==> src/rtl/hdc_pkg.sv <==
// Purpose: Shared constants and types of the haptic drive control register bank
// Assumes: APB with 32-bit data, 250 MHz pclk
// Notes:   Register byte address is four times the register index
package hdc_pkg;

	// Register indices and byte addresses
	localparam logic [7:0] DRIVE_CONTROL_ONE_IDX  = 8'h1B;
	localparam logic [7:0] DRIVE_CONTROL_TWO_IDX  = 8'h1C;
	localparam logic [7:0] DRIVE_CONTROL_ONE_ADDR = 8'h6C;
	localparam logic [7:0] DRIVE_CONTROL_TWO_ADDR = 8'h70;
	localparam int         ADDR_W                 = 8;
	localparam int         DATA_W                 = 32;

	// Field positions, first control register
	localparam int BOOST_BIT    = 7;
	localparam int RSVD_BIT     = 6;
	localparam int BIAS_BIT     = 5;
	localparam int DTIME_LSB    = 0;
	localparam int DTIME_W      = 5;
	// Field positions, second control register
	localparam int DIR_BIT      = 7;
	localparam int BRAKE_BIT    = 6;
	localparam int SAMPLE_LSB   = 4;
	localparam int BLANK_LSB    = 2;
	localparam int SETTLE_LSB   = 0;

	// Values after reset, and the writable bit mask of the first register
	localparam logic [7:0] CTRL_ONE_RESET = 8'h93;
	localparam logic [7:0] CTRL_TWO_RESET = 8'hF5;
	localparam logic [7:0] CTRL_ONE_MASK  = 8'hBF;

	// Drive time arithmetic, times in microseconds
	localparam int CLK_MHZ      = 250;
	localparam int LRA_STEP_US  = 100;
	localparam int LRA_BASE_US  = 500;
	localparam int ERM_STEP_US  = 200;
	localparam int ERM_BASE_US  = 1000;
	localparam int LRA_STEP_CYC = LRA_STEP_US * CLK_MHZ;
	localparam int LRA_BASE_CYC = LRA_BASE_US * CLK_MHZ;
	localparam int ERM_STEP_CYC = ERM_STEP_US * CLK_MHZ;
	localparam int ERM_BASE_CYC = ERM_BASE_US * CLK_MHZ;

	// Amplitude
	localparam int SAMPLE_W = 8;
	localparam int LEVEL_W  = 9;

	typedef logic [DTIME_W-1:0]  hdc_code_t;
	typedef logic [SAMPLE_W-1:0] hdc_sample_t;
	typedef logic [LEVEL_W-1:0]  hdc_level_t;

endpackage : hdc_pkg

==> src/rtl/hdc_timer_if.sv <==
// Purpose: Carrier between the register bank and the drive period timer
// Assumes: Single pclk domain
// Notes:   Tick is a one-cycle pulse per elapsed period
`timescale 1ns/100ps
interface hdc_timer_if;
	import hdc_pkg::*;
	hdc_code_t code;     // Current drive time code
	logic      lra_mode; // High for linear resonant timing
	logic      run;      // Timer running
	logic      tick;     // Period elapsed

	modport ctrl  (output code, output lra_mode, output run, input tick);
	modport timer (input code, input lra_mode, input run, output tick);
endinterface : hdc_timer_if

==> src/rtl/hdc_drive_timer.sv <==
// Purpose: Counts the LRA or ERM drive time period from a 5-bit code
// Assumes: Step and base counts given in pclk cycles
// Notes:   Period is base plus code times step
`timescale 1ns/100ps
module hdc_drive_timer #(
	parameter int LRA_STEP = hdc_pkg::LRA_STEP_CYC, // Cycles per LRA step
	parameter int LRA_BASE = hdc_pkg::LRA_BASE_CYC, // LRA base cycles
	parameter int ERM_STEP = hdc_pkg::ERM_STEP_CYC, // Cycles per ERM step
	parameter int ERM_BASE = hdc_pkg::ERM_BASE_CYC  // ERM base cycles
) (
	input  wire logic   pclk,    // Clock
	input  wire logic   presetn, // Async reset, active low
	hdc_timer_if.timer  tif      // Code in, tick out
);
	import hdc_pkg::*;

	typedef struct packed {
		logic [31:0] cnt;
		logic        tick;
	} hdc_tmr_state_t;

	hdc_tmr_state_t r;
	hdc_tmr_state_t next_r;
	logic [31:0]    period;

	// Period length from code and mode
	always_comb begin
		if (tif.lra_mode) begin
			period = 32'(LRA_BASE) + 32'(tif.code) * 32'(LRA_STEP);
		end else begin
			period = 32'(ERM_BASE) + 32'(tif.code) * 32'(ERM_STEP);
		end
	end

	// Count and wrap
	always_comb begin
		next_r      = r;
		next_r.tick = 1'b0;
		if (!tif.run) begin
			next_r.cnt = 32'h0;
		end else if (r.cnt >= period - 32'h1) begin
			next_r.cnt  = 32'h0;
			next_r.tick = 1'b1;
		end else begin
			next_r.cnt = r.cnt + 32'h1;
		end
	end

	always_ff @(posedge pclk or negedge presetn) begin
		if (!presetn) begin
			r <= '0;
		end else begin
			r <= next_r;
		end
	end

	assign tif.tick = r.tick;

endmodule : hdc_drive_timer

==> src/rtl/hdc_regs.sv <==
// Purpose: Drive control register bank of a haptic playback engine, with APB access
// Assumes: APB3 master; inputs synchronous to pclk
// Notes:   Answers every access with one access cycle, no wait state
`timescale 1ns/100ps

module hdc_regs #(
	parameter int LRA_STEP_CYCLES = hdc_pkg::LRA_STEP_CYC, // 0.1 ms in cycles
	parameter int LRA_BASE_CYCLES = hdc_pkg::LRA_BASE_CYC, // 0.5 ms in cycles
	parameter int ERM_STEP_CYCLES = hdc_pkg::ERM_STEP_CYC, // 0.2 ms in cycles
	parameter int ERM_BASE_CYCLES = hdc_pkg::ERM_BASE_CYC  // 1 ms in cycles
) (
	input  wire logic                       pclk,                  // Clock
	input  wire logic                       presetn,               // Async reset, active low
	input  wire logic [hdc_pkg::ADDR_W-1:0] paddr,                 // APB address
	input  wire logic                       psel,                  // APB select
	input  wire logic                       penable,               // APB enable
	input  wire logic                       pwrite,                // APB write
	input  wire logic [hdc_pkg::DATA_W-1:0] pwdata,                // APB write data
	output logic      [hdc_pkg::DATA_W-1:0] prdata,                // APB read data
	output logic                            pready,                // APB ready
	output logic                            pslverr,               // APB error
	input  wire logic                       lra_mode,              // LRA actuator selected
	input  wire logic                       closed_loop,           // Feedback loop active
	input  wire logic                       overdrive_phase,       // Overdrive in progress
	input  wire logic                       playback_go,           // Playback running
	input  wire logic                       trim_up,               // Loop asks longer drive
	input  wire logic                       trim_down,             // Loop asks shorter drive
	input  wire hdc_pkg::hdc_sample_t       sample_in,             // Input amplitude sample
	output logic                            overdrive_gain_boost,  // Boost bit
	output logic                            loop_gain_high,        // Raised loop gain
	output logic                            input_bias_enable,     // Bias on trigger pin
	output logic                            input_direction_select,// One: bidirectional
	output logic                            brake_gain_reduce,     // Brake stabiliser
	output logic      [1:0]                 sample_time_sel,       // Sampling time code
	output logic      [1:0]                 blanking_time_sel,     // Blanking time code
	output logic      [1:0]                 flyback_settle_period, // Dissipation time code
	output hdc_pkg::hdc_code_t              drive_time_code,       // Live drive time code
	output logic                            drive_tick,            // Drive period elapsed
	output hdc_pkg::hdc_level_t             drive_level,           // Signed output level
	output logic                            brake_active           // Negative drive
);
	import hdc_pkg::*;

	typedef struct packed {
		logic [7:0]        ctrl_one;
		logic [7:0]        ctrl_two;
		logic [DATA_W-1:0] rdata;
		logic              ready;
		logic              slverr;
		hdc_code_t         code;
		logic              go_d;
		logic              gain_high;
		logic              tick;
		hdc_level_t        level;
		logic              brake;
	} hdc_regs_state_t;

	hdc_regs_state_t r;
	hdc_regs_state_t next_r;
	hdc_timer_if     tif ();
	logic            setup;
	logic            access;
	logic            hit_one;
	logic            hit_two;

	// Bus phase decode
	assign setup   = psel && !penable;
	assign access  = psel && penable && r.ready;
	assign hit_one = (paddr == DRIVE_CONTROL_ONE_ADDR);
	assign hit_two = (paddr == DRIVE_CONTROL_TWO_ADDR);

	// Timer hookup
	assign tif.code     = r.code;
	assign tif.lra_mode = lra_mode;
	assign tif.run      = playback_go;

	hdc_drive_timer #(
		.LRA_STEP (LRA_STEP_CYCLES),
		.LRA_BASE (LRA_BASE_CYCLES),
		.ERM_STEP (ERM_STEP_CYCLES),
		.ERM_BASE (ERM_BASE_CYCLES)
	) u_timer (
		.pclk    (pclk),
		.presetn (presetn),
		.tif     (tif.timer)
	);

	// Next state
	always_comb begin
		next_r       = r;
		next_r.ready = 1'b0;
		// Answer in the cycle after setup
		if (setup) begin
			next_r.ready  = 1'b1;
			next_r.slverr = !(hit_one || hit_two);
			next_r.rdata  = '0;
			if (!pwrite && hit_one) begin
				next_r.rdata[7:0] = r.ctrl_one & CTRL_ONE_MASK;
			end else if (!pwrite && hit_two) begin
				next_r.rdata[7:0] = r.ctrl_two;
			end
		end
		// Write at the completing edge
		if (access && pwrite && hit_one) begin
			next_r.ctrl_one = pwdata[7:0] & CTRL_ONE_MASK;
		end
		if (access && pwrite && hit_two) begin
			next_r.ctrl_two = pwdata[7:0];
		end
		if (access) begin
			next_r.slverr = 1'b0;
		end
		// Seed drive time at playback start, then trim in LRA mode
		next_r.go_d = playback_go;
		if (!playback_go || (playback_go && !r.go_d) || !lra_mode) begin
			next_r.code = r.ctrl_one[DTIME_LSB +: DTIME_W];
		end else if (trim_up && !trim_down && r.code != 5'h1F) begin
			next_r.code = r.code + 5'h01;
		end else if (trim_down && !trim_up && r.code != 5'h00) begin
			next_r.code = r.code - 5'h01;
		end
		next_r.gain_high = r.ctrl_one[BOOST_BIT] && overdrive_phase;
		next_r.tick      = tif.tick;
		// Amplitude mapping
		if (!r.ctrl_two[DIR_BIT]) begin
			next_r.level = {1'b0, sample_in};
			next_r.brake = 1'b0;
		end else if (!sample_in[7] && closed_loop) begin
			next_r.level = '0;
			next_r.brake = 1'b0;
		end else begin
			next_r.level = {~sample_in[7], sample_in[6:0], 1'b0};
			next_r.brake = !sample_in[7];
		end
	end

	always_ff @(posedge pclk or negedge presetn) begin
		if (!presetn) begin
			r          <= '0;
			r.ctrl_one <= CTRL_ONE_RESET;
			r.ctrl_two <= CTRL_TWO_RESET;
			r.code     <= CTRL_ONE_RESET[DTIME_W-1:0];
		end else begin
			r <= next_r;
		end
	end

	// Outputs from state
	assign prdata                 = r.rdata;
	assign pready                 = r.ready;
	assign pslverr                = r.slverr;
	assign overdrive_gain_boost   = r.ctrl_one[BOOST_BIT];
	assign loop_gain_high         = r.gain_high;
	assign input_bias_enable      = r.ctrl_one[BIAS_BIT];
	assign input_direction_select = r.ctrl_two[DIR_BIT];
	assign brake_gain_reduce      = r.ctrl_two[BRAKE_BIT];
	assign sample_time_sel        = r.ctrl_two[SAMPLE_LSB +: 2];
	assign blanking_time_sel      = r.ctrl_two[BLANK_LSB +: 2];
	assign flyback_settle_period  = r.ctrl_two[SETTLE_LSB +: 2];
	assign drive_time_code        = r.code;
	assign drive_tick             = r.tick;
	assign drive_level            = r.level;
	assign brake_active           = r.brake;

endmodule : hdc_regs

==> config.mk <==
export PLATFORM = sky130hd
export DESIGN_NAME = hdc_regs
export DESIGN_NICKNAME = d
export VERILOG_FILES = /design/src/rtl/hdc_pkg.sv /design/src/rtl/hdc_timer_if.sv /design/src/rtl/hdc_drive_timer.sv /design/src/rtl/hdc_regs.sv
export SDC_FILE = /design/constraint.sdc
export NUM_CORES = 1
export LEC_CHECK = 0
export BUFFER_PORTS_ARGS = -buffer_cell sky130_fd_sc_hd__buf_4
export CAP_MARGIN = 20
export CORE_AREA = 2 2 116 118
export CTS_BUF_LIST = sky130_fd_sc_hd__clkbuf_4
export CTS_CLUSTER_DIAMETER = 200
export CTS_CLUSTER_SIZE = 25
export DETAILED_ROUTE_END_ITERATION = 6
export DIE_AREA = 0 0 118 120
export MAX_ROUTING_LAYER = met4
export PLACE_DENSITY = 0.72
export SETUP_SLACK_MARGIN = 0.5
export SLEW_MARGIN = 20
export SYNTH_ARGS = -nofsm -noshare
export SYNTH_HDL_FRONTEND = slang
export SYNTH_SLANG_ARGS = --single-unit
export TNS_END_PERCENT = 100
==> constraint.sdc <==
create_clock -name pclk -period 10.9 [get_ports pclk]
set_input_delay 0 -clock pclk [delete_from_list [all_inputs] [get_ports pclk]]
set_output_delay 0 -clock pclk [all_outputs]
set_load 0.05 [all_outputs]
==> results.ini <==
[sta]
finalSetupViolCount = 0
finClkSkew_ps = 21.7
fmaxAchievable_mhz = 135
drv_slew = 0
max_slew_margin = 0.378
tightest_slew_ps = 934
setup_tns_ps = 0
finalCritPeriodShare = 0.678
final_hold_viol_count = 0
rsz0062_at_grt = no
fin_crit_ps = 7390

[power_and_ir_drop]
power_density_nw_per_um2 = 91.9
p_leak_nw = 3.57
total_power_w = 0.000665
irDropWorstVdd_mv = 0.0459

[critical_path]
cp_common_cell = a21o_1
r2r-end = u_timer.r[14]
reg2reg_from = drive_time_code[3]
ff2ff_path_depth = 26
path_buf_inv = 2
slowest_delay_ps = 590
critPathLaunchType = register
path_max_fanout = 32
cp_data_required_time_ps = 11230
cp_data_arrival_time_ps = 7710
end_kind = register
slowest_stage = nand3_2
crit_type = register to register
cp_top_family = compound AO/OA/AOI/OAI gates
rrSetupSlack_ps = 3510

[drt]
via_per_inst = 5.33
routed_wl_um = 13700
drt-initial-drc-count = 220
first_pass_iters = 4
vias = 5176
drtAntennaViolNets = 0
drcViolationCount = 0
wire_per_inst_um = 14.1

[synth]
synth_cells = 713
syn_avg_cell_area_sq_um = 8.94
yosys_register_bits = 75
seq_area_frac_synth = 0.297
ys_async_sr_fraction = 1.00
synthFlopType = dfrtp_1
yosys_warnings = 0
ys_types = 77
syn_area_sq_um = 6380
synth-edff-count = 0

[layout]
final_common_cell = nor2_1
drive_above_1_share = 0.176
syn_to_final_growth_pct = 13.5
final_cell_mix = 74 x nor2_1, 71 x buf_4, 65 x ha_1
nFillCells = 1156
final_nets = 916

[clock_tree]
clk_pin_slew_worst_paths_ps = 140
post-cts-setup-buffers = 0
cts_made_buffers = 9
cts_tree = done
h-tree-depth = 3
ctsRootBufferMaster = clkbuf_4
cts_max_path_buffers = 2
numClockSinks = 75
clkLatencyLatePin_ps = 430

[global_route]
antenna_found_initial = 1
track_usage = 0.203
grt_pass1_wl_um = 23400
grt_max_degree = 76
grt-ovfl-total = 0
grt_pass1_vias = 5087

[floorplan]
io_pins = 120
die_y_um = 120
fp.dieArea_sq_um = 14200
die_x_um = 118
core_sq_um = 13000
start_util = 0.491
rows = 42

[run]
drv_cap = 0

[worst_hold_path]
hold_start = trim_down
worstHoldPathType = input port to register
hold_depth = 4
hold_path_end = drive_time_code[1]

[run_status]
status = completed

[placement]
io_buffers = 71
globalplace.congestion = 0.865
hpwl_um = 10200

-- state kept, by name, summed over array words and instances, names as in the netlist, 2 cells and up --
name	flops
prdata	8
sample_time_sel	2
r	6
blanking_time_sel	2
u_timer.r	32
drive_time_code	5
flyback_settle_period	2
drive_level	8
-- metal layers --
layer	share of wire	vias to the layer above	track usage
met4	0.0072	0	0.0527
met3	0.023	6	0.0266
met1	0.46	2476	0.248
li1	-	2622	-
met2	0.51	72	0.354
met5	0	-	-
-- area by class of cell --
cell class              count  area, sq um  area share
multi-input cells         578         4070       0.562
flip-flops and latches     75         1890       0.262
repair buffers            101          833       0.115
well taps                 176          220      0.0304
inverters                  25         93.8      0.0130
clock buffers               9         67.6     0.00933
clock inverters             7         60.1     0.00830
diodes                      1         2.50    0.000346
-- stage by stage --
| step | utilization | instances | cell area, sq um | worst slack (ps) | hold slack (ps) |
|---|---|---|---|---|---|
| 2_1_floorplan | - | 745 | 6500 | 4550 | -296 |
| 3_3_place_gp | 0.524 | 925 | 6800 | 3390 | 169 |
| 3_5_place_dp | 0.524 | 925 | 6810 | 3560 | 171 |
| 4_1_cts | 0.557 | 971 | 7240 | 3530 | 25.2 |
| 5_1_grt | 0.558 | 972 | 7240 | 3020 | 90.9 |
| 6_report | 0.558 | 972 | 7240 | 3510 | 59.0 |
-- cells by family after synthesis --
group / count (synthesis) / share of synthesized area
other cells: 2 / 0.00118
fa+ha+maj: 67 / 0.134
mux: 21 / 0.0361
buf+inv: 92 / 0.0850
simple gates: 257 / 0.205
flops: 75 / 0.297
compound gates: 136 / 0.156
xor+xnor: 63 / 0.0865
-- worst min-delay path, cell delays in order --
cell,delay [ps]
buf_4,90
a31oi_1,80
nand2_1,230
a21oi_1,100
-- power by group --
| part | internal (W) | total [W] | switching, W |
|---|---|---|---|
| logic | 0.0000835 | 0.000215 | 0.000132 |
| clock network | 0.0000506 | 0.000160 | 0.000109 |
| registers | 0.000284 | 0.000290 | 0.00000641 |
-- what timing repair did --
item | CTS | global route
endpoints found under the hold margin | 91 | 0
hold buffers | 30 | 0
resized for setup | 0 | 0
-- worst max path at each step --
stage | from | endpoint | slack [ps] | depth (start not counted)
2_1_floorplan | drive_time_code[4] | u_timer.r[10] | 4550 | 26
3_3_place_gp | drive_time_code[3] | u_timer.r[22] | 3390 | 25
3_5_place_dp | drive_time_code[3] | u_timer.r[12] | 3560 | 26
4_1_cts | drive_time_code[3] | u_timer.r[14] | 3530 | 26
5_1_grt | drive_time_code[3] | u_timer.r[14] | 3020 | 25
6_report | drive_time_code[3] | u_timer.r[14] | 3510 | 26
-- Yosys cell counts, types with 3 or more instances --
master     number  area [sq um]
o21ai_0        28           140
o2111ai_1       3          26.3
nand2b_1        7          43.8
o31ai_1         4          30.0
clkbuf_1       13          48.8
o21ai_1         4          20.0
nor3_1          3          15.0
xor2_1         33           289
dfstp_2        13           342
nor2_1         74           278
and4b_1         4          40.0
nand4_1        12          75.1
a21o_1         20           150
a221o_1         3          30.0
and4_1          7          61.3
nor3b_1         5          37.5
a31oi_1         5          31.3
or2_2           3          18.8
nor2b_1         7          43.8
nand3_1        37           185
dfrtp_1        62          1550
a22oi_1         7          52.6
inv_1          25          93.8
o22ai_1         7          43.8
and3_1          9          56.3
mux2i_1         5          50.1
a21oi_1        20           100
ha_1           65           813
mux2_2         16           180
nand2_1        59           221
and2_1         10          62.6
a211oi_1        5          37.5
buf_4          52           390
xnor2_1        30           263
Power figures use the tool's default switching activity.
